`config.mk`:
```
export PLATFORM = sky130hd
export DESIGN_NAME = nvmac_ctrl
export DESIGN_NICKNAME = d
export VERILOG_FILES = /design/src/nvmac_pkg.sv /design/src/nvmac_ctrl.sv
export SDC_FILE = /design/constraint.sdc
export NUM_CORES = 1
export LEC_CHECK = 0
export BUFFER_PORTS_ARGS = -buffer_cell sky130_fd_sc_hd__buf_2
export CORE_ASPECT_RATIO = 0.5
export CORE_MARGIN = 3
export CORE_UTILIZATION = 25
export CTS_BUF_LIST = sky130_fd_sc_hd__clkbuf_4 sky130_fd_sc_hd__clkbuf_8 sky130_fd_sc_hd__clkbuf_16
export CTS_CLUSTER_DIAMETER = 100
export CTS_CLUSTER_SIZE = 24
export DETAILED_ROUTE_END_ITERATION = 10
export RECOVER_POWER = 100
export SYNTH_ARGS = -nofsm -noshare
export SYNTH_HDL_FRONTEND = slang
export SYNTH_SLANG_ARGS = --single-unit
```
`constraint.sdc`:
```
create_clock -name clk -period 2.35 [get_ports clk]
set_input_delay 0.1175 -clock clk [delete_from_list [all_inputs] [get_ports clk]]
set_output_delay 0.1175 -clock clk [all_outputs]
set_load 0.02 [all_outputs]
```
`src/nvmac_pkg.sv`:
```
package nvmac_pkg;

  // ---------------------------------------------------------------
  // register offsets
  // ---------------------------------------------------------------
  localparam logic [3:0] NVMAC_OFF_CONTROL = 4'h0;
  localparam logic [3:0] NVMAC_OFF_UNLOCK  = 4'h1;
  localparam logic [3:0] NVMAC_OFF_ADDR_LO = 4'h2;
  localparam logic [3:0] NVMAC_OFF_ADDR_HI = 4'h3;
  localparam logic [3:0] NVMAC_OFF_DATA    = 4'h4;
  localparam logic [3:0] NVMAC_OFF_STATUS  = 4'h5;
  localparam logic [3:0] NVMAC_OFF_MASK    = 4'h6;

  // ---------------------------------------------------------------
  // control register bit positions
  // ---------------------------------------------------------------
  localparam int NVMAC_BIT_PGD   = 7;
  localparam int NVMAC_BIT_CFG   = 6;
  localparam int NVMAC_BIT_ERASE = 4;
  localparam int NVMAC_BIT_ERR   = 3;
  localparam int NVMAC_BIT_PERM  = 2;
  localparam int NVMAC_BIT_WR    = 1;
  localparam int NVMAC_BIT_RD    = 0;

  // status / mask bit positions
  localparam int NVMAC_IRQ_DONE  = 0;
  localparam int NVMAC_IRQ_ERR   = 1;

  // ---------------------------------------------------------------
  // unlock keys, reset values and timing
  // ---------------------------------------------------------------
  localparam logic [7:0] NVMAC_KEY_FIRST  = 8'h55;
  localparam logic [7:0] NVMAC_KEY_SECOND = 8'haa;
  localparam logic [7:0] NVMAC_CTRL_RST   = 8'h00;
  localparam logic [7:0] NVMAC_BYTE_RST   = 8'h00;
  localparam logic [1:0] NVMAC_IRQ_RST    = 2'h0;
  localparam int         NVMAC_CLK_MHZ    = 50;
  localparam int         NVMAC_WRITE_US   = 4;
  localparam int         NVMAC_WRITE_CYC  = NVMAC_WRITE_US * NVMAC_CLK_MHZ;
  localparam logic [15:0] NVMAC_WRITE_CNT = 16'(NVMAC_WRITE_CYC);

  typedef enum logic [1:0] {
    NVMAC_LOCKED,
    NVMAC_KEY1,
    NVMAC_ARMED
  } nvmac_unlock_e;

  typedef struct packed {
    logic       pgd;
    logic       cfg;
    logic       erase;
    logic       err;
    logic       perm;
    logic       wr;
  } nvmac_ctrl_s;

  typedef struct packed {
    nvmac_ctrl_s   ctrl;
    nvmac_unlock_e unl;
    logic [15:0]   cnt;
    logic [7:0]    addr_lo;
    logic [7:0]    addr_hi;
    logic [7:0]    data;
    logic [1:0]    status;
    logic [1:0]    mask;
    logic [7:0]    rdata;
  } nvmac_state_s;

  typedef struct packed {
    logic        we;
    logic        erase;
    logic        pgm;
    logic        cfg;
    logic [15:0] addr;
    logic [7:0]  wdata;
  } nvmac_mem_s;

endpackage

```
`src/nvmac_ctrl.sv`:
```
// Overview of operation
// - setting write-start begins a write or erase chosen by space select bits
// - cycle is self-timed; hardware clears write-start when it finishes
// - software can only set write-start, writing zero does nothing
// - data read: load address, clear bits 7 and 6, set read bit 0
// - read byte lands in data register for the next cycle
// - data register holds until next read or a software write
// - write completion sets done flag, cleared only by software
// - write starts only after 55h then AAh to unlock then write-start
// - write-start cannot be set unless write permit is already set
// - row-erase bit makes next start erase the row when bit 7 (program memory) is set; completion clears it
module nvmac_ctrl
  import nvmac_pkg::*;
(
  // clock, reset, enable
  input  wire logic        clk,
  input  wire logic        nrst,
  input  wire logic        ce,
  // interrupted-cycle reset causes (external pin, watchdog)
  input  wire logic        ext_reset_req,
  input  wire logic        wdt_reset_req,
  // register port
  input  wire logic [3:0]  reg_addr,
  input  wire logic [7:0]  reg_wdata,
  input  wire logic        reg_wr,
  input  wire logic        reg_rd,
  output logic      [7:0]  reg_rdata,
  // memory array side
  output nvmac_mem_s       mem_cmd,
  input  wire logic [7:0]  mem_rdata,
  input  wire logic [15:0] table_pointer,
  // status
  output logic             write_busy,
  output logic             irq
);

  // ---------------------------------------------------------------
  // helpers
  // ---------------------------------------------------------------
  // software write to a given register
  function automatic logic hit(input logic [3:0] a, input logic [3:0] off,
                               input logic w);
    return w && (a == off);
  endfunction

  function automatic logic [7:0] ctrl_byte(input nvmac_ctrl_s c);
    logic [7:0] b;
    b = 8'h00;
    b[NVMAC_BIT_PGD]   = c.pgd;
    b[NVMAC_BIT_CFG]   = c.cfg;
    b[NVMAC_BIT_ERASE] = c.erase;
    b[NVMAC_BIT_ERR]   = c.err;
    b[NVMAC_BIT_PERM]  = c.perm;
    b[NVMAC_BIT_WR]    = c.wr;
    return b;
  endfunction

  nvmac_state_s st_reg;
  nvmac_state_s st_next;

  // decoded strobes and cycle events, shared by the sections below
  logic w_ctrl;
  logic start_ok;
  logic rd_start;
  logic done;
  logic cut_req;

  // ---------------------------------------------------------------
  // next state
  // ---------------------------------------------------------------
  // one combinational pass builds the whole next state
  always_comb begin
    st_next  = st_reg;
    w_ctrl   = hit(reg_addr, NVMAC_OFF_CONTROL, reg_wr);
    // permit must already be set before this write
    start_ok = w_ctrl && reg_wdata[NVMAC_BIT_WR] && !st_reg.ctrl.wr
               && st_reg.ctrl.perm
               && (st_reg.unl == NVMAC_ARMED);
    // reads of the data space only; other spaces ignore the read strobe
    rd_start = w_ctrl && reg_wdata[NVMAC_BIT_RD] && !st_reg.ctrl.wr
               && !reg_wdata[NVMAC_BIT_PGD]
               && !reg_wdata[NVMAC_BIT_CFG];
    // count runs down to one, so busy lasts exactly the loaded count
    done     = st_reg.ctrl.wr && (st_reg.cnt == 16'h0001);
    // an abort request outside a cycle has nothing to cut
    cut_req  = (ext_reset_req || wdt_reset_req) && st_reg.ctrl.wr;

    // unlock sequencer: any other write to the unlock reg or any
    // control write breaks the chain, so a stray store cannot arm it
    if (hit(reg_addr, NVMAC_OFF_UNLOCK, reg_wr)) begin
      case (st_reg.unl)
        NVMAC_LOCKED: st_next.unl = (reg_wdata == NVMAC_KEY_FIRST) ?
                                    NVMAC_KEY1 : NVMAC_LOCKED;
        NVMAC_KEY1:   st_next.unl = (reg_wdata == NVMAC_KEY_SECOND) ?
                                    NVMAC_ARMED : NVMAC_LOCKED;
        default:      st_next.unl = NVMAC_LOCKED;
      endcase
    end else if (w_ctrl) begin
      st_next.unl = NVMAC_LOCKED;
    end

    // control register; locked while a cycle runs
    if (w_ctrl && !st_reg.ctrl.wr) begin
      st_next.ctrl.pgd   = reg_wdata[NVMAC_BIT_PGD];
      st_next.ctrl.cfg   = reg_wdata[NVMAC_BIT_CFG];
      st_next.ctrl.erase = reg_wdata[NVMAC_BIT_ERASE];
      st_next.ctrl.err   = reg_wdata[NVMAC_BIT_ERR];
      st_next.ctrl.perm  = reg_wdata[NVMAC_BIT_PERM];
    end
    // start needs permit, armed unlock and a set write-start bit
    if (start_ok) begin
      st_next.ctrl.wr = 1'b1;
      st_next.cnt     = NVMAC_WRITE_CNT;
    end                                              // zero write ignored

    // self-timed cycle
    // erase and write share one duration, no separate erase timer
    if (st_reg.ctrl.wr) begin
      st_next.cnt = st_reg.cnt - 16'h0001;
      if (done) begin
        st_next.ctrl.wr = 1'b0;
        if (st_reg.ctrl.erase) begin
          st_next.ctrl.erase = 1'b0;
        end
      end
    end

    // interrupted cycle: abort, flag, keep selects for retry
    // an abort in the completion cycle still flags the error; the done flag and erase clear happen too
    if (cut_req) begin
      st_next.ctrl.wr  = 1'b0;
      st_next.ctrl.err = 1'b1;
      st_next.cnt      = 16'h0000;
    end

    // address and data registers, frozen during a cycle
    if (!st_reg.ctrl.wr) begin
      if (hit(reg_addr, NVMAC_OFF_ADDR_LO, reg_wr)) begin
        st_next.addr_lo = reg_wdata;
      end
      if (hit(reg_addr, NVMAC_OFF_ADDR_HI, reg_wr)) begin
        st_next.addr_hi = reg_wdata;
      end
      if (hit(reg_addr, NVMAC_OFF_DATA, reg_wr)) begin
        st_next.data = reg_wdata;
      end
    end
    if (rd_start) begin
      st_next.data = mem_rdata;
    end

    // sticky status, write one to clear; set beats clear
    if (hit(reg_addr, NVMAC_OFF_STATUS, reg_wr)) begin
      st_next.status = st_reg.status & ~reg_wdata[1:0];
    end
    if (done) begin
      st_next.status[NVMAC_IRQ_DONE] = 1'b1;
    end
    if (cut_req) begin
      st_next.status[NVMAC_IRQ_ERR] = 1'b1;
    end
    // mask has the status layout
    if (hit(reg_addr, NVMAC_OFF_MASK, reg_wr)) begin
      st_next.mask = reg_wdata[1:0];
    end

    // read data, one cycle after the strobe
    st_next.rdata = 8'h00;
    if (reg_rd) begin
      case (reg_addr)
        NVMAC_OFF_CONTROL: st_next.rdata = ctrl_byte(st_reg.ctrl);
        NVMAC_OFF_ADDR_LO: st_next.rdata = st_reg.addr_lo;
        NVMAC_OFF_ADDR_HI: st_next.rdata = st_reg.addr_hi;
        NVMAC_OFF_DATA:    st_next.rdata = st_reg.data;
        NVMAC_OFF_STATUS:  st_next.rdata = {6'h00, st_reg.status};
        NVMAC_OFF_MASK:    st_next.rdata = {6'h00, st_reg.mask};
        default:           st_next.rdata = 8'h00; // unlock reads zero
      endcase
    end
  end

  // ---------------------------------------------------------------
  // state register
  // ---------------------------------------------------------------
  // async clear to idle; a low ce freezes every field
  always_ff @(posedge clk or negedge nrst) begin
    if (!nrst) begin
      st_reg.ctrl    <= nvmac_ctrl_s'(NVMAC_CTRL_RST[5:0]);
      st_reg.unl     <= NVMAC_LOCKED;
      st_reg.cnt     <= 16'h0000;
      st_reg.addr_lo <= NVMAC_BYTE_RST;
      st_reg.addr_hi <= NVMAC_BYTE_RST;
      st_reg.data    <= NVMAC_BYTE_RST;
      st_reg.status  <= NVMAC_IRQ_RST;
      st_reg.mask    <= NVMAC_IRQ_RST;
      st_reg.rdata   <= NVMAC_BYTE_RST;
    end else if (ce) begin
      st_reg <= st_next;
    end
  end

  // ---------------------------------------------------------------
  // outputs
  // ---------------------------------------------------------------
  // array command: address always reflects the pointer registers,
  // or the table pointer for program-memory operations
  always_comb begin
    mem_cmd.we    = st_reg.ctrl.wr;
    mem_cmd.erase = st_reg.ctrl.erase && st_reg.ctrl.pgd;
    mem_cmd.pgm   = st_reg.ctrl.pgd;
    mem_cmd.cfg   = st_reg.ctrl.cfg;
    mem_cmd.addr  = st_reg.ctrl.pgd ? table_pointer
                                    : {st_reg.addr_hi, st_reg.addr_lo};
    mem_cmd.wdata = st_reg.data;
  end

  // register outputs straight from the flops, except irq, the OR of status masked by mask
  assign reg_rdata  = st_reg.rdata;
  assign write_busy = st_reg.ctrl.wr;
  assign irq        = |(st_reg.status & st_reg.mask);

endmodule

```
# Word-level counts from Yosys, hierarchy flattened
# Cells that the tools add are included.
# op_classes
add_sub_neg	1
n_reduce_logical	42
n_mux	26
n_eq_ne	12
n_bitwise	4
# ops
op	count
two-way mux 16 bit	4
one-hot mux 8 bit (6 select lines)	1
two-way mux 8 bit	4
logical AND 1 bit	19
== test 16 x 1 -> 1 bit (second input constant)	1
subtractor 16 x 1 -> 16 bit (second input constant)	1
AND reduction 2 bit	7
== test 4 x 3 -> 1 bit (second input constant)	3
two-way mux 1 bit	11
nonzero test 2 bit	5
AND reduction 3 bit	3
== test 4 x 2 -> 1 bit (second input constant)	2
== test 8 x 7 -> 1 bit (second input constant)	1
== test 8 bit (second input constant)	1
two-way mux 2 bit	4
AND 2 bit	2
== test 4 x 1 -> 1 bit (second input constant)	1
logical NOT 4 bit	1
one-hot mux 2 bit (2 select lines)	1
logical NOT 1 bit	3
two-way mux 3 bit	1
nonzero test 3 bit	1
== test 2 x 1 -> 1 bit (second input constant)	1
== test 2 bit (second input constant)	1
other kinds (6)	6
# word_totals
ff_bits	60
output_inout_bits	38
inputBits	43
wordCells	100

# Depth between registers and ports, before layout
# Gate-level depths: netlist (run 1).
# depth
word_depth	10
ltp_mapped	7
ltp_nobuf	6

# Worst setup path after synthesis (run 1)
# Ideal clock, no wire load.
# synth_timing
path_kind	reg2reg
startpoint	reg st_reg[40] (netlist bit)
endpoint	reg st_reg[45] (netlist bit)
arrival_ps	1820
n_path_buf	0
path_stages_with_launch	5
synth_period_minus_slack_ps	1898
slack_ps	452
setup_time_ps	78
t_required_ps	2272
cell_sequence	dfrtp_1 or3_1 or4_1 or4_1 a21oi_1
# synth_between
elab_chain_cells	3
# synth_lines
element	line	source
from (decl)	nvmac_ctrl.sv:58	nvmac_state_s st_reg;
from (signal assigned)	nvmac_ctrl.sv:198	st_reg <= st_next;
subtractor 16 x 1 -> 16 bit	nvmac_ctrl.sv:119	st_next.cnt = st_reg.cnt - 16'h0001;
two-way mux 16 bit	nvmac_ctrl.sv:118	if (st_reg.ctrl.wr) begin
two-way mux 16 bit	nvmac_ctrl.sv:130	if (cut_req) begin
# No other way between the ends.
# A chain may end at the register's enable or synchronous reset.

# Worst setup path after layout (run 1)
# layout_timing
startpoint	reg st_reg (netlist bit write_busy)
endpoint	reg st_reg[50] (netlist bit)
# layout_between
elab_chain_cells	6
elab_cells_between_ends	9
classes_between	mux (2); reduce/logical (7)
# layout_lines
element	line	source
logical NOT 1 bit	n/a	
logical AND 1 bit	nvmac_ctrl.sv:76	start_ok = w_ctrl && reg_wdata[NVMAC_BIT_WR] && !st_reg.ctrl.wr
logical AND 1 bit	nvmac_ctrl.sv:77	&& st_reg.ctrl.perm
logical AND 1 bit	nvmac_ctrl.sv:78	&& (st_reg.unl == NVMAC_ARMED);
nonzero test 3 bit (no line)	n/a	
AND reduction 2 bit (no line)	n/a	
# Parallel ways exist; a longest one is shown, timed or not.

==> results of run 1 <==
## synth_stat cells (7+ instances only)
master / n / area (um2)
dfrtp_1: 60 / 1501
mux2_2: 43 / 484.2
buf_4: 21 / 157.7
nand2_1: 17 / 63.81
inv_1: 15 / 56.30
a21oi_1: 12 / 60.06
o21ai_0: 12 / 60.06
or2_2: 12 / 75.07
clkbuf_1: 9 / 33.78
nor2_1: 9 / 33.78
a22oi_1: 7 / 52.55
a31oi_1: 7 / 43.79
o22ai_1: 7 / 43.79
o31ai_1: 7 / 52.55
## worst paths after layout
path / start / to / slack (ns) / cells past startpoint
max: write_busy / st_reg[50] / 0.28 / 5
min: reg_wdata[5] / st_reg[25] / 0.12 / 2
max reg2reg: write_busy / st_reg[50] / 0.28 / 5
min reg2reg: st_reg[47] / st_reg[47] / 0.49 / 1
max in group asynchronous: nrst / mem_cmd[0] / 0.64 / 3
min in group asynchronous: nrst / st_reg[37] / 0.79 / 3
## critical path, cell delays in order, from the launching register on
cell,delay [ns]
dfrtp_1,0.45
clkbuf_1,0.43
and3_1,0.24
a31oi_1,0.15
or4_1,0.56
a21oi_1,0.16
## what timing repair did
action,4_1_cts,5_1_grt
gates resized for setup,0,0
endpoints found under the hold margin,60,0
hold buffers,1,0
## per-layer routing
metal	global-route usage (%)	up-vias
li1	-	1391
met2	21.13	67
met4	4.078	0
met5	0	-
met3	4.125	11
met1	15.96	1483
## where the power goes
group	leakage (nW)	internal [mW]	total [mW]	switching (mW)
Sequential	0.769	1.26	1.51	0.249
Clock	0.152	0.929	1.38	0.455
Combinational	0.858	0.474	1.11	0.636
## final cells by class
cell class | count | area [um2] | share of cell area (%)
repair buffers | 93 | 430.4 | 10.08
clock buffers | 10 | 232.7 | 5.448
well taps | 186 | 232.7 | 5.448
inverters | 15 | 56.30 | 1.318
flip-flops and latches | 60 | 1501 | 35.15
multi-input cells | 228 | 1740 | 40.74
clock inverters | 5 | 77.57 | 1.816
## cells in the final DEF, fill, tap and decap left out, types with 3 or more instances in the layout
| master | count |
|---|---|
| and3_1 | 4 |
| or4_1 | 6 |
| clkbuf_1 | 42 |
| clkbuf_16 | 9 |
| inv_1 | 15 |
| nand4_1 | 3 |
| nor3_1 | 6 |
| nand2_1 | 17 |
| o31ai_1 | 7 |
| nand4b_1 | 4 |
| nand3_1 | 5 |
| mux2_2 | 42 |
| nor2_1 | 9 |
| dfrtp_1 | 60 |
| nor2b_1 | 5 |
| or3_1 | 6 |
| a22o_1 | 4 |
| a31oi_1 | 7 |
| o22ai_1 | 7 |
| a21oi_1 | 12 |
| nor4_1 | 5 |
| buf_2 | 44 |
| a22oi_1 | 7 |
| or2_2 | 12 |
| buf_4 | 5 |
| o21ai_0 | 12 |
| o221a_2 | 6 |
| mux2i_1 | 5 |
## stage by stage
step	hold WS [ns]	utilization, %
6_report	0.1201	32.34
5_1_grt	0.1240	32.34
4_1_cts	0.1084	32.97
3_5_place_dp	0.1669	30.54
3_3_place_gp	0.1559	30.54
2_1_floorplan	-0.1781	-
## cells by family after synthesis
family,after synthesis
flops,60
fa+ha+maj,2
simple gates,97
compound gates,81
mux,48
buf+inv,51
==> metrics.cfg, run 1 <==
[timing]
skew_ns=0.006540
timing.final.crit_share_pct=88.00
grt_setup_unrepaired=no
fin_tns_setup_ns=0
fmax_mhz=483.6
min_period_ns=2.068
tightestPinTransition_ns=1.528
max_slew_margin_pct=-1.851
setup_ws_ns=0.2820
drv_slew=61
setup_viol=0
timing.final.hold_violations=0

[floorplanning]
die_h_um=90.04
die_width_um=174.1
row_count=29
dieArea_mm2=0.01567
coreArea_mm2=0.01321
start_util_pct=26.73
top_level_ports=81

[placed_design]
gp_congestion=0.8568
hpwl_mm=7.390
detailed_place.area_mm2=0.004034
pre_cts_slack_ns=0.3609
numPortBuffers=80
dp.cells=581

[yosys]
synth_adder_area_share_pct=0.7087
synth_seq_cells=60
ys_async_sr_fraction_pct=100.0
netlist_instances=339
synthXorXnorAreaFrac_pct=0
synthesis.nets=384
synth_top_family_by_area=simple AND/OR/NAND/NOR gates
synth_cell_types=57
synth-compound-area-share_pct=16.69
yosysWarnings=0
synthMuxAreaShare_pct=15.13
syn-mean-instance-area_um2=10.42
yosysSeqAreaShare_pct=42.52
synth_edf_count=0
syn_area_mm2=0.003531
ys_dominant_reg_cell=dfrtp_1
synth_simple_gate_area_share_pct=16.76

[routing]
via_per_inst=4.945
ant_nets=0
routedWlPerCell_um=16.56
wl_met2_mm=4.790
first_iter_violations=235
wl_met1_mm=4.423
routed.top_layer=met4
drc=0
drt_first_pass_iters=4
vias=2952
wl_met3_um=527
wirelength_mm=9.887

[clocking]
cts.clk_slew.worst_paths_ns=0.05
cts_sinks=60
h-tree-depth=3
cts_root_buf=clkbuf_16
cts_setup_buffers=0
cts_tree=built
clock_latency_ns=0.33
cts-buffers-inserted=9
cts_buffer_depth=2

[cells_and_area]
n_antenna_cell=0
nFillCells=1435
largest_reg_flops=41
finalNonFillerCells=597
areaGrowthSynthToFinish_pct=20.98
design_area_mm2=0.004272
drive_gt1_share_pct=31.87
nets=452

[global_routing]
grt_overflow_total=0
grt_max_degree=61
gr-usage-all-layers_pct=12.81
grt_pass1_vias=2984
antenna_found_initial=0
grt_pass1_wl_mm=15.99

[critical_path]
worstSetupPathType=reg -> reg
cp.arrival_ns=2.31
required_ns=2.60
crit_path_max_fanout=12
critPathLaunchType=flip-flop
endpoint_kind=flip-flop

[pwr]
vdd_ir_drop_max_v=0.0003194
cellLeakagePower_nw=1.779
p_total_mw=3.999
power.density_mw_per_mm2=936.3

[run_status]
outcome=complete, but fails checks
violations=capacitance limit, slew limit

[worst_hold_path]
hold_class=in -> reg

[flow_run]
drv_cap=1

No activity file was read; power rests on OpenSTA's default activity.
==> inputs of run 2 (changes only) <==
Settings changed: CORE_MARGIN 3 to unset, SKIP_CTS_REPAIR_TIMING set to 1.
Clock period 2.35 ns to 2.6 ns, I/O delays scaled along.
==> metrics.cfg, run 2 (synthesized netlist as in run 1, its figures left out) <==
[global_routing]
grt_pass1_vias=2931  ; -1.8%
gr-usage-all-layers_pct=14.28  ; +1.5 points
grt_pass1_wl_mm=15.86  ; -0.86%
antenna_found_initial=1  ; +1
grt_max_degree=37  ; -39%
grt_overflow_total=0  ; unchanged

[timing]
skew_ns=0.009451  ; +0.002911 ns
min_period_ns=2.149  ; +0.08119 ns
drv_slew=0  ; -100%
fin_tns_setup_ns=0  ; unchanged
max_slew_margin_pct=10.27  ; +12 points
grt_setup_unrepaired=no
timing.final.crit_share_pct=82.66  ; -5.3 points
setup_viol=0  ; unchanged
tightestPinTransition_ns=1.346  ; -0.1818 ns
timing.final.hold_violations=0  ; unchanged
fmax_mhz=465.3  ; -3.8%

[critical_path]
cp.arrival_ns=2.40  ; +0.09 ns
critPathLaunchType=flip-flop
cp_slowest_cell=or4_1
cpLargestDelayFamily=simple AND/OR/NAND/NOR gates
required_ns=2.85  ; +0.25 ns
endpoint_kind=flip-flop
crit_path_max_fanout=16  ; +4
crit_chain=clkbuf_1 > a32oi_1 > or4_1 > a21oi_1
worst-path-stages=4  ; -1
reg2reg_depth=4  ; -1
path_buf_inv=1  ; unchanged
critical_path.max_stage_delay_ns=0.62  ; +0.06 ns
worstSetupPathType=reg -> reg
rrSetupSlack_ns=0.45  ; +0.17 ns

[placed_design]
gp_congestion=0.8652  ; +0.98%
numPortBuffers=80  ; unchanged
detailed_place.area_mm2=0.003991  ; -1.1%
hpwl_mm=7.178  ; -2.9%

[cells_and_area]
nFillCells=1479  ; +3.1%
n_antenna_cell=0  ; unchanged
design_area_mm2=0.004238  ; -0.79%
regArea_mm2=0.001501  ; unchanged
drive_gt1_share_pct=30.96  ; -0.92 points
largest_reg_flops=41  ; unchanged
multi_input_area_mm2=0.001733  ; -0.43%
final_cell_mix=dfrtp_1, mux2_2, clkbuf_1
layout_commonest_cell=dfrtp_1
areaGrowthSynthToFinish_pct=20.02
nets=447  ; -1.1%

[clocking]
clock_latency_ns=0.34  ; about the same
cts-buffers-inserted=9  ; unchanged
cts_tree=built
cts_sinks=60  ; unchanged
h-tree-depth=3  ; unchanged
cts_buffer_depth=2  ; unchanged
cts.clk_slew.worst_paths_ns=0.05  ; about the same
cts_root_buf=clkbuf_16

[worst_hold_path]
hold_class=in -> reg
min_path_cells=2  ; unchanged

[routing]
via_per_inst=4.840  ; -2.1%
wirelength_mm=9.663  ; -2.3%
routedWlPerCell_um=16.13  ; -2.6%
ant_nets=0  ; unchanged
drc=0  ; unchanged
drt_first_pass_iters=6  ; +2
vias=2899  ; -1.8%
first_iter_violations=135  ; -43%

[pwr]
power.density_mw_per_mm2=845.5  ; -9.7%
p_total_mw=3.583  ; -10%
cellLeakagePower_nw=1.747  ; -1.8%
vdd_ir_drop_max_v=0.0003517  ; +10%

[run_status]
outcome=finished, final reports clean

[floorplanning]
die_h_um=86.04  ; -4.4%
row_count=30  ; +3.4%
top_level_ports=81  ; unchanged
coreArea_mm2=0.01366  ; +3.4%
die_width_um=170.1  ; -2.3%
start_util_pct=25.84  ; -0.89 points
dieArea_mm2=0.01463  ; -6.6%

[flow_run]
drv_cap=0  ; -1

## run 2: routing by layer
metal,track usage [%],wire length (um),up-vias
met1,18.34,4532,1433
met3,4.292,493,16
met4,6.388,187,0
met5,0,0,-
li1,-,-,1388
met2,22.21,4450,62
## run 2: path summary, 6_finish.rpt
path	from	endpoint
worst max register to register	write_busy	st_reg[49]
worst min-delay path	reg_wdata[5]	st_reg[33]
max in group asynchronous	nrst	st_reg[37]
worst min register to register	st_reg[47]	st_reg[47]
worst max-delay path	write_busy	st_reg[49]
min in group asynchronous	nrst	reg_rdata[1]
## run 2: where the power goes
group          switching (mW)  internal (mW)
Combinational           0.558          0.423
Sequential              0.249           1.14
Clock                   0.418          0.800
Total                    1.22           2.36
## run 2: worst register-to-register path, stage by stage (launching register included)
cell and delay [ns]:
dfrtp_1 0.34, clkbuf_1 0.50, a32oi_1 0.45, or4_1 0.63, a21oi_1 0.15
## run 2: layout make-up
cell class                 count  share of cell area (%)
multi-input combinational    228                   40.89
sequential                    60                   35.43
clock inverter                 4                   1.122
clock buffer                  12                   6.141
inverter                      15                   1.329
tap                          192                   5.669
timing repair buffer          88                   9.418
## run 2: per-stage QoR
stage | cells | setup slack [ns] | hold slack [ns] | utilization (%)
after floorplan | 339 | 0.7025 | -0.1656 | -
after detailed placement | 582 | 0.6113 | 0.1605 | 29.21
final | 599 | 0.4508 | 0.1191 | 31.02
after CTS | 598 | 0.5969 | -0.2032 | 31.47
after global placement | 582 | 0.6349 | 0.1549 | 29.21
after global routing | 599 | 0.1943 | 0.1022 | 31.02
